==> config.mk <==
export PLATFORM = sky130hd
export DESIGN_NAME = cci_comparator_ctrl
export DESIGN_NICKNAME = d
export VERILOG_FILES = /design/src/rtl/cci_pkg.sv /design/src/rtl/cci_comparator_ctrl.sv /design/src/rtl/cci_route.sv
export SDC_FILE = /design/constraint.sdc
export NUM_CORES = 1
export LEC_CHECK = 0
export BUFFER_PORTS_ARGS = -buffer_cell sky130_fd_sc_hd__buf_4
export CORE_UTILIZATION = 30
export DETAILED_ROUTE_END_ITERATION = 7
export GPL_TIMING_DRIVEN = 0
export PLACE_DENSITY_LB_ADDON = 0.08
export SYNTH_ARGS = -nofsm -noshare
export SYNTH_HDL_FRONTEND = slang
export SYNTH_SLANG_ARGS = --single-unit
==> constraint.sdc <==
create_clock -name clock -period 3.3 [get_ports clock]
set_input_delay 0 -clock clock [delete_from_list [all_inputs] [get_ports clock]]
set_output_delay 0 -clock clock [all_outputs]
set_load 0.05 [all_outputs]
==> src/rtl/cci_pkg.sv <==
// package with register map, field layout, reset values and mode codes of the comparator control block
package cci_pkg;

    // register indices; the bus byte address is four times the index
    localparam logic [7:0] CCI_CTRL_IDX     = 8'h1f;
    localparam logic [7:0] CCI_FLAGS_IDX    = 8'h0c;
    localparam logic [7:0] CCI_ENABLES_IDX  = 8'h20;
    localparam logic [7:0] CCI_CORE_IDX     = 8'h0b;
    localparam logic [7:0] CCI_EVT_STAT_IDX = 8'h21;
    localparam logic [7:0] CCI_EVT_MASK_IDX = 8'h22;

    // comparator_control field positions
    localparam int CCI_SECOND_RES_BIT = 7;
    localparam int CCI_FIRST_RES_BIT  = 6;
    localparam int CCI_SWITCH_BIT     = 3;
    localparam int CCI_MODE_LSB       = 0;
    localparam int CCI_MODE_W         = 3;

    // interrupt related bit positions
    localparam int CCI_FLAG_BIT   = 6;
    localparam int CCI_ENABLE_BIT = 6;
    localparam int CCI_PERIPHERAL_IRQ_ENABLE_BIT   = 6;
    localparam int CCI_GIE_BIT    = 7;

    // event status / mask layout
    localparam int CCI_EVT_FIRST_BIT  = 0;
    localparam int CCI_EVT_SECOND_BIT = 1;
    localparam int CCI_EVT_WAKE_BIT   = 2;
    localparam int CCI_EVT_W          = 3;

    // values after reset
    localparam logic [7:0] CCI_CTRL_RST    = 8'h00;
    localparam logic [7:0] CCI_BYTE_RST    = 8'h00;
    localparam logic [1:0] CCI_RES_RST     = 2'h0;
    localparam logic [2:0] CCI_EVT_RST     = 3'h0;

    // pin selection codes for an inverting input
    localparam logic [1:0] CCI_PIN0 = 2'h0;
    localparam logic [1:0] CCI_PIN1 = 2'h1;
    localparam logic [1:0] CCI_PIN2 = 2'h2;
    localparam logic [1:0] CCI_PIN3 = 2'h3;

    // comparator mode field encodings
    typedef enum logic [2:0] {
        CCI_MODE_RESET  = 3'b000,
        CCI_MODE_SWITCH = 3'b001,
        CCI_MODE_PAIR   = 3'b010,
        CCI_MODE_M3     = 3'b011,
        CCI_MODE_M4     = 3'b100,
        CCI_MODE_M5     = 3'b101,
        CCI_MODE_M6     = 3'b110,
        CCI_MODE_OFF    = 3'b111
    } cci_mode_type;

endpackage

==> src/rtl/cci_comparator_ctrl.sv <==
// comparator control block: register file, routing, change detection and interrupt gating
//
// Summary of operation
// RQ1 - bit 7 shows second comparator result
// RQ2 - bit 6 shows first comparator result
// RQ3 - mode 001: switch picks pin3 or pin0
// RQ4 - mode 010: switch picks pin3/pin2, else pin0
// RQ5 - any output change sets the flag
// RQ6 - flag cleared by zero, set by one
// RQ7 - interrupt needs all three enables set; irq also rises on any unmasked sticky event without them
// RQ8 - flag sets even when enables clear
// RQ9 - control access ends the mismatch
// RQ10 - persisting mismatch keeps setting the flag
// RQ11 - change during read may be missed
// RQ12 - access latches outputs; mismatch is difference
// RQ13 - bits 5:4 read zero; results read-only
// RQ14 - reset forces mode 000, comparators off
// RQ15 - mode 111 turns both comparators off
// RQ16 - comparators run in sleep, change wakes
//
// The Wishbone slave port was chosen for this implementation.
`timescale 1ns/10ps
module cci_comparator_ctrl
    import cci_pkg::*;
#(
    parameter int ADR_W = 10
)
(
    input  wire logic             clock,
    input  wire logic             rstn,
    input  wire logic             wb_cyc_i,
    input  wire logic             wb_stb_i,
    input  wire logic             wb_we_i,
    input  wire logic [3:0]       wb_sel_i,
    input  wire logic [ADR_W-1:0] wb_adr_i,
    input  wire logic [31:0]      wb_dat_i,
    output logic      [31:0]      wb_dat_o,
    output logic                  wb_ack_o,
    input  wire logic             first_cmp_in,
    input  wire logic             second_cmp_in,
    input  wire logic             sleep_active,
    output logic      [1:0]       first_neg_sel,
    output logic      [1:0]       second_neg_sel,
    output logic                  first_cmp_on,
    output logic                  second_cmp_on,
    output logic                  pins_analog,
    output logic                  wake_req,
    output logic                  irq
);

    // byte addresses derived from the register indices
    localparam logic [ADR_W-1:0] CTRL_ADR  = ADR_W'({CCI_CTRL_IDX, 2'b00});
    localparam logic [ADR_W-1:0] FLAGS_ADR = ADR_W'({CCI_FLAGS_IDX, 2'b00});
    localparam logic [ADR_W-1:0] ENA_ADR   = ADR_W'({CCI_ENABLES_IDX, 2'b00});
    localparam logic [ADR_W-1:0] CORE_ADR  = ADR_W'({CCI_CORE_IDX, 2'b00});
    localparam logic [ADR_W-1:0] STAT_ADR  = ADR_W'({CCI_EVT_STAT_IDX, 2'b00});
    localparam logic [ADR_W-1:0] MASK_ADR  = ADR_W'({CCI_EVT_MASK_IDX, 2'b00});

    // bus handshake state
    logic                 ack_q;
    logic [31:0]          rdata_q;
    logic                 req;
    logic                 acc;
    logic                 wr_low;
    logic                 hit_ctrl;
    logic                 hit_flags;
    logic                 hit_ena;
    logic                 hit_core;
    logic                 hit_stat;
    logic                 hit_mask;

    // software visible state
    logic [2:0]           mode_q;
    logic                 switch_q;
    logic                 cmp_irq_flag_q;
    logic                 cmp_irq_enable_q;
    logic                 peripheral_irq_enable_q;
    logic                 global_irq_enable_q;
    logic [CCI_EVT_W-1:0] evt_stat_q;
    logic [CCI_EVT_W-1:0] evt_mask_q;
    logic [CCI_EVT_W-1:0] evt_rd_snap_q;

    // comparator result tracking
    logic [1:0]           res_q;
    logic [1:0]           res_prev_q;
    logic [1:0]           seen_q;
    logic                 mismatch;
    logic [1:0]           res_now;
    logic [CCI_EVT_W-1:0] evt_new;

    // routing decode outputs before registering
    logic [1:0]           first_sel_c;
    logic [1:0]           second_sel_c;
    logic                 first_on_c;
    logic                 second_on_c;
    logic                 analog_c;

    // interrupt outputs
    logic                 irq_q;
    logic                 wake_q;
    logic                 cmp_irq_req;

    // request decode; an access completes at the edge where ack is high
    assign req    = wb_cyc_i & wb_stb_i & ~ack_q;
    assign acc    = wb_cyc_i & wb_stb_i & ack_q;
    assign wr_low = acc & wb_we_i & wb_sel_i[0];

    assign hit_ctrl  = (wb_adr_i == CTRL_ADR);
    assign hit_flags = (wb_adr_i == FLAGS_ADR);
    assign hit_ena   = (wb_adr_i == ENA_ADR);
    assign hit_core  = (wb_adr_i == CORE_ADR);
    assign hit_stat  = (wb_adr_i == STAT_ADR);
    assign hit_mask  = (wb_adr_i == MASK_ADR);

    // mode decoder kept apart so the routing table is easy to extend
    cci_route u_route (
        .cmp_mode_field   (mode_q),
        .input_switch_sel (switch_q),
        .first_neg_sel    (first_sel_c),
        .second_neg_sel   (second_sel_c),
        .first_on         (first_on_c),
        .second_on        (second_on_c),
        .pins_analog      (analog_c)
    );

    // ack one cycle after the request, dropped the cycle after
    always_ff @(posedge clock or negedge rstn) begin
        if (!rstn) begin
            ack_q <= 1'b0;
        end else begin
            ack_q <= req;
        end
    end

    // read data captured with the request so it is stable while ack is high
    always_ff @(posedge clock or negedge rstn) begin
        if (!rstn) begin
            rdata_q <= 32'h0000_0000;
        end else if (req && !wb_we_i) begin
            rdata_q <= 32'h0000_0000; // unmapped reads return zero
            if (hit_ctrl) begin
                rdata_q[CCI_SECOND_RES_BIT] <= res_q[1]; // RQ1
                rdata_q[CCI_FIRST_RES_BIT]  <= res_q[0]; // RQ2
                rdata_q[CCI_SWITCH_BIT]     <= switch_q; // RQ13
                rdata_q[CCI_MODE_LSB +: CCI_MODE_W] <= mode_q;
            end else if (hit_flags) begin
                rdata_q[CCI_FLAG_BIT] <= cmp_irq_flag_q;
            end else if (hit_ena) begin
                rdata_q[CCI_ENABLE_BIT] <= cmp_irq_enable_q;
            end else if (hit_core) begin
                rdata_q[CCI_PERIPHERAL_IRQ_ENABLE_BIT] <= peripheral_irq_enable_q;
                rdata_q[CCI_GIE_BIT]  <= global_irq_enable_q;
            end else if (hit_stat) begin
                rdata_q[CCI_EVT_W-1:0] <= evt_stat_q;
            end else if (hit_mask) begin
                rdata_q[CCI_EVT_W-1:0] <= evt_mask_q;
            end
        end
    end

    assign wb_dat_o = rdata_q;
    assign wb_ack_o = ack_q;

    // control register: only switch and mode are writable, results are read-only
    always_ff @(posedge clock or negedge rstn) begin
        if (!rstn) begin
            mode_q   <= CCI_CTRL_RST[CCI_MODE_LSB +: CCI_MODE_W]; // RQ14
            switch_q <= CCI_CTRL_RST[CCI_SWITCH_BIT];
        end else if (wr_low && hit_ctrl) begin
            mode_q   <= wb_dat_i[CCI_MODE_LSB +: CCI_MODE_W]; // RQ13
            switch_q <= wb_dat_i[CCI_SWITCH_BIT]; // RQ13
        end
    end

    // enable bits for the three-level gating
    always_ff @(posedge clock or negedge rstn) begin
        if (!rstn) begin
            cmp_irq_enable_q        <= CCI_BYTE_RST[CCI_ENABLE_BIT];
            peripheral_irq_enable_q <= CCI_BYTE_RST[CCI_PERIPHERAL_IRQ_ENABLE_BIT];
            global_irq_enable_q     <= CCI_BYTE_RST[CCI_GIE_BIT];
        end else if (wr_low) begin
            if (hit_ena) begin
                cmp_irq_enable_q <= wb_dat_i[CCI_ENABLE_BIT];
            end
            if (hit_core) begin
                peripheral_irq_enable_q <= wb_dat_i[CCI_PERIPHERAL_IRQ_ENABLE_BIT];
                global_irq_enable_q     <= wb_dat_i[CCI_GIE_BIT];
            end
        end
    end

    // routing outputs registered so the analog switches see clean levels
    always_ff @(posedge clock or negedge rstn) begin
        if (!rstn) begin
            first_neg_sel  <= CCI_PIN0;
            second_neg_sel <= CCI_PIN0;
            first_cmp_on   <= 1'b0; // RQ14
            second_cmp_on  <= 1'b0; // RQ14
            pins_analog    <= 1'b1;
        end else begin
            first_neg_sel  <= first_sel_c; // RQ3
            second_neg_sel <= second_sel_c; // RQ4
            first_cmp_on   <= first_on_c; // RQ15
            second_cmp_on  <= second_on_c; // RQ15
            pins_analog    <= analog_c;
        end
    end

    // a powered-down comparator reads zero; sleep does not stop sampling
    assign res_now = {second_cmp_in & second_cmp_on, first_cmp_in & first_cmp_on}; // RQ16

    // result sampling plus one-cycle history, two flops per comparator
    always_ff @(posedge clock or negedge rstn) begin
        if (!rstn) begin
            res_q      <= CCI_RES_RST;
            res_prev_q <= CCI_RES_RST;
        end else begin
            res_q      <= res_now; // RQ1 RQ2
            res_prev_q <= res_q;
        end
    end

    // any control access captures the outputs and so ends the mismatch
    always_ff @(posedge clock or negedge rstn) begin
        if (!rstn) begin
            seen_q <= CCI_RES_RST;
        end else if (acc && hit_ctrl) begin
            seen_q <= res_q; // RQ9 RQ12
        end
    end

    // mismatch against the last captured value, evaluated every cycle
    assign mismatch = (res_q != seen_q); // RQ12

    // flag: a standing mismatch sets it each cycle and beats a software clear;
    // the change is compared against the pre-access capture, so nothing is missed
    always_ff @(posedge clock or negedge rstn) begin
        if (!rstn) begin
            cmp_irq_flag_q <= CCI_BYTE_RST[CCI_FLAG_BIT];
        end else if (mismatch) begin
            cmp_irq_flag_q <= 1'b1; // RQ5 RQ8 RQ10 RQ11
        end else if (wr_low && hit_flags) begin
            cmp_irq_flag_q <= wb_dat_i[CCI_FLAG_BIT]; // RQ6
        end
    end

    // gated delivery needs all three enables
    assign cmp_irq_req = cmp_irq_flag_q & cmp_irq_enable_q
                       & peripheral_irq_enable_q & global_irq_enable_q; // RQ7

    // per-comparator change events plus wake events
    always_comb begin
        evt_new                     = '0;
        evt_new[CCI_EVT_FIRST_BIT]  = res_q[0] ^ res_prev_q[0];
        evt_new[CCI_EVT_SECOND_BIT] = res_q[1] ^ res_prev_q[1];
        evt_new[CCI_EVT_WAKE_BIT]   = wake_q;
    end

    // snapshot of status bits handed out by a read; only those are cleared
    always_ff @(posedge clock or negedge rstn) begin
        if (!rstn) begin
            evt_rd_snap_q <= CCI_EVT_RST;
        end else if (req && !wb_we_i && hit_stat) begin
            evt_rd_snap_q <= evt_stat_q;
        end
    end

    // sticky status: clear on read, a new event in the same cycle survives
    always_ff @(posedge clock or negedge rstn) begin
        if (!rstn) begin
            evt_stat_q <= CCI_EVT_RST;
        end else if (acc && !wb_we_i && hit_stat) begin
            evt_stat_q <= (evt_stat_q & ~evt_rd_snap_q) | evt_new;
        end else begin
            evt_stat_q <= evt_stat_q | evt_new;
        end
    end

    // event mask, same layout as status
    always_ff @(posedge clock or negedge rstn) begin
        if (!rstn) begin
            evt_mask_q <= CCI_EVT_RST;
        end else if (wr_low && hit_mask) begin
            evt_mask_q <= wb_dat_i[CCI_EVT_W-1:0];
        end
    end

    // wake needs only the local enable, since the core is stopped in sleep
    always_ff @(posedge clock or negedge rstn) begin
        if (!rstn) begin
            wake_q <= 1'b0;
        end else begin
            wake_q <= sleep_active & cmp_irq_flag_q & cmp_irq_enable_q & ~wake_q; // RQ16
        end
    end

    assign wake_req = wake_q;

    // one level line: gated flag or any unmasked sticky event
    always_ff @(posedge clock or negedge rstn) begin
        if (!rstn) begin
            irq_q <= 1'b0;
        end else begin
            irq_q <= cmp_irq_req | (|(evt_stat_q & evt_mask_q)); // RQ7
        end
    end

    assign irq = irq_q;

endmodule

==> src/rtl/cci_route.sv <==
// input routing decoder: mode field and switch bit to inverting-input selections
`timescale 1ns/10ps
module cci_route
    import cci_pkg::*;
(
    input  wire logic [2:0] cmp_mode_field,
    input  wire logic       input_switch_sel,
    output logic [1:0]      first_neg_sel,
    output logic [1:0]      second_neg_sel,
    output logic            first_on,
    output logic            second_on,
    output logic            pins_analog
);

    cci_mode_type mode;

    assign mode = cci_mode_type'(cmp_mode_field);

    // decode per mode; unlisted modes use a plain two-comparator layout
    always_comb begin
        first_neg_sel  = CCI_PIN0;
        second_neg_sel = CCI_PIN1;
        first_on       = 1'b1;
        second_on      = 1'b1;
        pins_analog    = 1'b1;
        case (mode)
            CCI_MODE_RESET: begin
                first_on  = 1'b0; // RQ14
                second_on = 1'b0; // RQ14
            end
            CCI_MODE_SWITCH: begin
                first_neg_sel = input_switch_sel ? CCI_PIN3 : CCI_PIN0; // RQ3
                second_on     = 1'b0;
            end
            CCI_MODE_PAIR: begin
                first_neg_sel  = input_switch_sel ? CCI_PIN3 : CCI_PIN0; // RQ4
                second_neg_sel = input_switch_sel ? CCI_PIN2 : CCI_PIN0; // RQ4
            end
            CCI_MODE_OFF: begin
                first_on    = 1'b0; // RQ15
                second_on   = 1'b0; // RQ15
                pins_analog = 1'b0; // pins free for digital use
            end
            default: begin
                first_neg_sel  = CCI_PIN0;
                second_neg_sel = CCI_PIN1;
            end
        endcase
    end

endmodule

### Word-level counts from Yosys, hierarchy flattened

Cells that the tools add are included.

| word-level totals | value |
|---|---|
| register bits | 39 |
| bits in latches | 0 |
| bits in writable memories | 0 |
| bits in read-only memories | 0 |
| input port bits | 54 |
| logic and storage cells | 94 |
| memories kept | 0 |

| operators by class | value |
|---|---|
| $add $sub $neg | 0 |
| multipliers | 0 |
| divide/modulo/power cells | 0 |
| magnitude comparators | 0 |
| equal/unequal tests | 10 |
| shift-type cells | 0 |
| mux-type cells | 23 |
| bitwise logic cells | 23 |
| reductions and logical operators | 17 |

Operator list:

| cell | number |
|---|---|
| 10-bit by 8-bit == test with 1-bit output, second input constant | 3 |
| 3-bit two-way mux | 7 |
| 10-bit by 6-bit == test with 1-bit output, second input constant | 2 |
| 1-bit AND | 13 |
| 2-bit two-way mux | 6 |
| 10-bit by 7-bit == test with 1-bit output, second input constant | 1 |
| 1-bit two-way mux | 10 |
| 1-bit logical AND | 8 |
| 3-bit AND | 2 |
| 3-bit bitwise OR | 2 |
| 3-bit OR reduction | 2 |
| 2-bit AND reduction | 2 |
| 2-bit OR reduction | 2 |
| 3-bit by 1-bit == test with 1-bit output, second input constant | 1 |
| 3-bit by 2-bit == test with 1-bit output, second input constant | 1 |
| 3-bit == test, second input constant | 1 |
| 3-bit logical NOT | 1 |
| 3-bit inverter | 1 |
| 2-bit inequality test | 1 |
| 1-bit inverter | 2 |
| 2-bit nonzero test | 1 |
| 1-bit XOR | 2 |
| 1-bit logical NOT | 1 |
| 1-bit bitwise OR | 1 |

### Longest topological paths before layout

| logic depth | value |
|---|---|
| depth after elaboration | 7 |
| gate-level depth with buffers | 5 |
| gate-level depth less buffers | 4 |

### Hierarchy

A second synthesis with hierarchy kept.

| second synthesis, totals | value |
|---|---|
| cell total of the unflattened synthesis | 173 |
| area total of the unflattened synthesis | 1939.4 um^2 |

Modules (own cells, without submodules):

| module | instances | cells each | area an instance (um^2) |
|---|---|---|---|
| cci_comparator_ctrl | 1 | 163 | 1871.8 |
| cci_route | 1 | 10 | 67.6 |

### Worst setup path after synthesis

Ideal clock, no wire load.

| timing path | value |
|---|---|
| path type | reg2reg |
| start | register ack_q, in the netlist wb_ack_o |
| end | register global_irq_enable_q |
| setup time | 0.125 ns |
| arrival | 1.942 ns |
| data required time | 3.175 ns |
| setup slack | 1.233 ns |
| cell stages (with the launch flop) | 5 |
| path buffers | 0 |
| period minus slack after synthesis | 2.067 ns |
| path through | dfrtp_1 > nand3_1 > or2_2 > or4_4 > mux2_4 |

| between the ends | value |
|---|---|
| word-level cells in the longest chain between the ends | 4 |

RTL lines:

| item | line | RTL |
|---|---|---|
| from (decl) | cci_comparator_ctrl.sv:60 | `logic ack_q;` |
| from (signal assigned) | cci_comparator_ctrl.sv:131 | `ack_q <= req;` |
| 1-bit AND | cci_comparator_ctrl.sv:105 | `assign acc = wb_cyc_i & wb_stb_i & ack_q;` |
| 1-bit AND (2 in series) | cci_comparator_ctrl.sv:106 | `assign wr_low = acc & wb_we_i & wb_sel_i[0];` |
| 2-bit AND reduction (no source line) | -- |  |
| to (signal assigned) | cci_comparator_ctrl.sv:180 | `global_irq_enable_q <= CCI_BYTE_RST[CCI_GIE_BIT];` |
| to (signal assigned) | cci_comparator_ctrl.sv:187 | `global_irq_enable_q <= wb_dat_i[CCI_GIE_BIT];` |
| to (decl) | cci_comparator_ctrl.sv:78 | `logic global_irq_enable_q;` |

Every way passes these cells.
A chain may end at the register's enable or synchronous reset.

### Worst setup path in the final report

| timing path | value |
|---|---|
| start | register ack_q, in the netlist wb_ack_o |
| end | register mode_q[1] |

| between the ends | value |
|---|---|
| word-level cells in the longest chain between the ends | 4 |

RTL lines:

| item | line | RTL |
|---|---|---|
| 1-bit AND | cci_comparator_ctrl.sv:105 |  |
| 1-bit AND (2 in series) | cci_comparator_ctrl.sv:106 |  |
| 1-bit logical AND | cci_comparator_ctrl.sv:169 | `end else if (wr_low && hit_ctrl) begin` |
| to (signal assigned) | cci_comparator_ctrl.sv:167 | `mode_q <= CCI_CTRL_RST[CCI_MODE_LSB +: CCI_MODE_W];` |
| to (signal assigned) | cci_comparator_ctrl.sv:170 | `mode_q <= wb_dat_i[CCI_MODE_LSB +: CCI_MODE_W];` |
| to (decl) | cci_comparator_ctrl.sv:73 | `logic [2:0] mode_q;` |

Every way passes these cells.

==> reports/qor.yml <==
initial_core_util_pct: 31.60
post-route-min-period_ps: 1977
synth_top_cells_by_area: "dfrtp_1, buf_4, mux2_2"
num_vias: 1453
nFillCells: 615
ys_types: 43
seq_area_frac_synth_pct: 50.00
ys_warn_count: 0
routed_wl_um: 4205
clk_latency_ps: 280
grt_pass1_wl_um: 7107
drcViolationCount: 0
yosysTopAreaCell: "dfrtp_1"
ctsHtreeMaxLevel: 2
maxSlewViolCount: 0
detail-route-antenna-nets: 0
synthesis.area_mm2: 0.001904
num_antenna_cells: 0
path_max_fanout: 5
grt_pass1_vias: 1423
p_per_area_mw_per_mm2: 372.2
yosys_register_bits: 38
drtIter0Drc: 56
hold_viol_final: 0
syn_to_final_growth_pct: 36.73
avgSynthCellArea_um2: 11.34
clkTransAtPathRegs_ps: 70
finalSetupViolCount: 0
cts_max_path_buffers: 2
numCtsBuffers: 5
min_period_over_period_pct: 59.91
fin_area_mm2: 0.002604
max-cap-violations: 0
via_per_inst: 4.430
path_cells: "nand3_1 > or2_2 > nor3_1 > mux2_2"
io_pins: 96
synthDominantCellAreaShare_pct: 48.62
grt_start_max_net_pins: 39
die_area_mm2: 0.006670
overflow: 0
finalWeightedCongestion: 0.7547
worstMarginPinSlew_ps: 796.8
p_leak_nw: 1.325
row_count: 28
maxSlewHeadroom_pct: 46.47
cts_tree: "built"
slowest_delay_ps: 490
nNetsFinal: 306
port_buffers: 40
endpoint_kind: "register"
final.setup_skew_ps: 6.947
critPathSlowestCell: "nor3_1"
die_h_um: 81.67
path_class: "reg2reg"
ctsRootBufferMaster: "clkbuf_8"
critPathRequiredTime_ps: 3470
grt_antenna_before_repair: 0
outcome: "finished clean"
grt_usage_pct: 14.36
seqCellArea_um2: 952.2
hp-class: "in2reg"
die_w_um: 81.67
vdd_ir_drop_max_uv: 242.6
setup_tns_ps: 0
wl_per_cell_um: 12.82
core_area_mm2: 0.006026
drt_pass1_iterations: 4
arrival_ps: 2150
start_kind: "register"
synthCells: 168
rsz0062_at_grt: "false"
final_layout_size_suffix_gt1_share_pct: 40.71
multiInputGateArea_um2: 820.8
cts.sinks: 38
post_dp_cell_area_mm2: 0.002392
fmax_mhz: 505.8
dpl.hpwl_um: 3162
==> final cells by class <==
class                           instances  area share [%]
Multi-Input combinational cell        124           31.52
Sequential cell                        38           36.57
Clock buffer                            7           3.316
Buffer                                 30           8.506
Tap cell                               75           3.604
Timing Repair Buffer                   52           16.15
Inverter                                1          0.1442
Clock inverter                          1          0.1922
==> worst max-delay path: cells and delay by family, from the launching register on <==
| kind | cells | cell delay (ps) |
|---|---|---|
| flip-flops | 1 | 400 |
| AND/OR/NAND/NOR | 3 | 1050 |
| multiplexers | 1 | 400 |
==> cells in the final DEF, fill, tap and decap left out, types with 2 or more instances in the layout <==
master	count
mux2_4	2
or2_2	3
dfrtp_1	37
xor2_1	2
nor4_1	4
clkbuf_1	3
nand3_1	11
dlygate4sd3_1	12
buf_4	67
mux2_2	13
and3_1	2
nor2_1	8
a21o_1	3
clkbuf_8	6
xnor2_1	3
nand2_1	10
conb_1	26
nor3_1	5
or4b_2	3
a22oi_1	4
and2_1	3
nor3_2	2
==> where the power goes <==
group | leakage, nW | total [W] | internal, W | switching [W]
Combinational | 0.763 | 0.000172 | 0.0000609 | 0.000111
Sequential | 0.514 | 0.000473 | 0.000469 | 0.00000369
Clock | 0.0482 | 0.000324 | 0.000169 | 0.000156
==> cells in the mapped netlist <==
cell type  instances
dfrtp_1           37
buf_4             27
mux2_2            13
nand3_1           11
nand2_1           10
nor2_1             8
nor3_1             5
a22oi_1            4
nor4_1             4
a21o_1             3
and2_1             3
or2_2              3
or4b_2             3
xnor2_1            3
and3_1             2
clkbuf_1           2
mux2_4             2
nor3_2             2
xor2_1             2
a21oi_1            1
a222oi_1           1
a22o_1             1
and4b_1            1
buf_6              1
conb_1             1
dfstp_2            1
inv_1              1
mux2i_1            1
nand3b_1           1
nand4_1            1
nand4b_1           1
nand4bb_1          1
nor3b_1            1
o221a_2            1
o22a_1             1
o31ai_1            1
or2_1              1
or3_1              1
or3b_2             1
or4_1              1
or4_4              1
or4b_4             1
or4bb_1            1
==> routing by layer <==
| layer | up-vias | wire (um) | track usage, % | share of wire [%] |
|---|---|---|---|---|
| met5 | - | 0 | 0 | 0 |
| met4 | 0 | 48 | 4.737 | 1.1 |
| met3 | 7 | 227 | 3.000 | 5.4 |
| met2 | 43 | 2007 | 23.50 | 48 |
| met1 | 688 | 1921 | 18.87 | 46 |
| li1 | 715 | - | - | - |
==> final timing paths <==
| path | from | slack (ps) | depth (start not counted) | to |
|---|---|---|---|---|
| worst min-delay path | wb_we_i | 110 | 4 | evt_stat_q[2]$_DFF_PN0_ |
| max in group asynchronous | rstn | 2720 | 2 | pins_analog$_DFF_PN1_ |
| worst max-delay path | wb_ack_o$_DFF_PN0_ | 1320 | 4 | mode_q[1]$_DFFE_PN0P_ |
| worst min register to register | wb_dat_o[1]$_DFFE_PN0P_ | 480 | 2 | wb_dat_o[1]$_DFFE_PN0P_ |
| min in group asynchronous | rstn | 210 | 2 | peripheral_irq_enable_q$_DFFE_PN0P_ |
| worst max register to register | wb_ack_o$_DFF_PN0_ | 1320 | 4 | mode_q[1]$_DFFE_PN0P_ |
==> repair_timing <==
action	in CTS	in global routing
hold buffers	12	0
endpoints found under the hold margin	52	0
resized for setup	0	0
setup buffers	0	0
==> cells by family after synthesis <==
logic type	after synthesis	share of synthesized area, %
xor gates and xnor gates	5	2.300
buffers and inverters	31	11.83
AOI/OAI and AO/OA	13	5.453
other	1	0.1969
DFF	38	50.00
and+or+nand+nor	64	20.43
muxes	16	9.790
==> sequential cells by signal, indices dropped and copies added (netlist names), 2 cells and up <==
name,count
evt_rd_snap_q,3
res_prev_q,2
second_neg_sel,2
res_q,2
evt_mask_q,3
wb_dat_o,6
evt_stat_q,3
seen_q,2
mode_q,3
==> metrics by stage <==
step                      instances  hold WS (ps)  utilization (%)  setup WS, ps   power, W
after floorplan                 193        -295.6                -          1233  0.0005951
after global placement          308         7.280            39.70          1150  0.0006422
after detailed placement        308         2.034            39.70          1160  0.0006424
after CTS                       328         108.4            43.21          1292  0.0009826
after global routing            328         131.2            43.21          1167   0.001018
final                           328         111.7            43.21          1323  0.0009692
(Power assumes the default switching activity.)
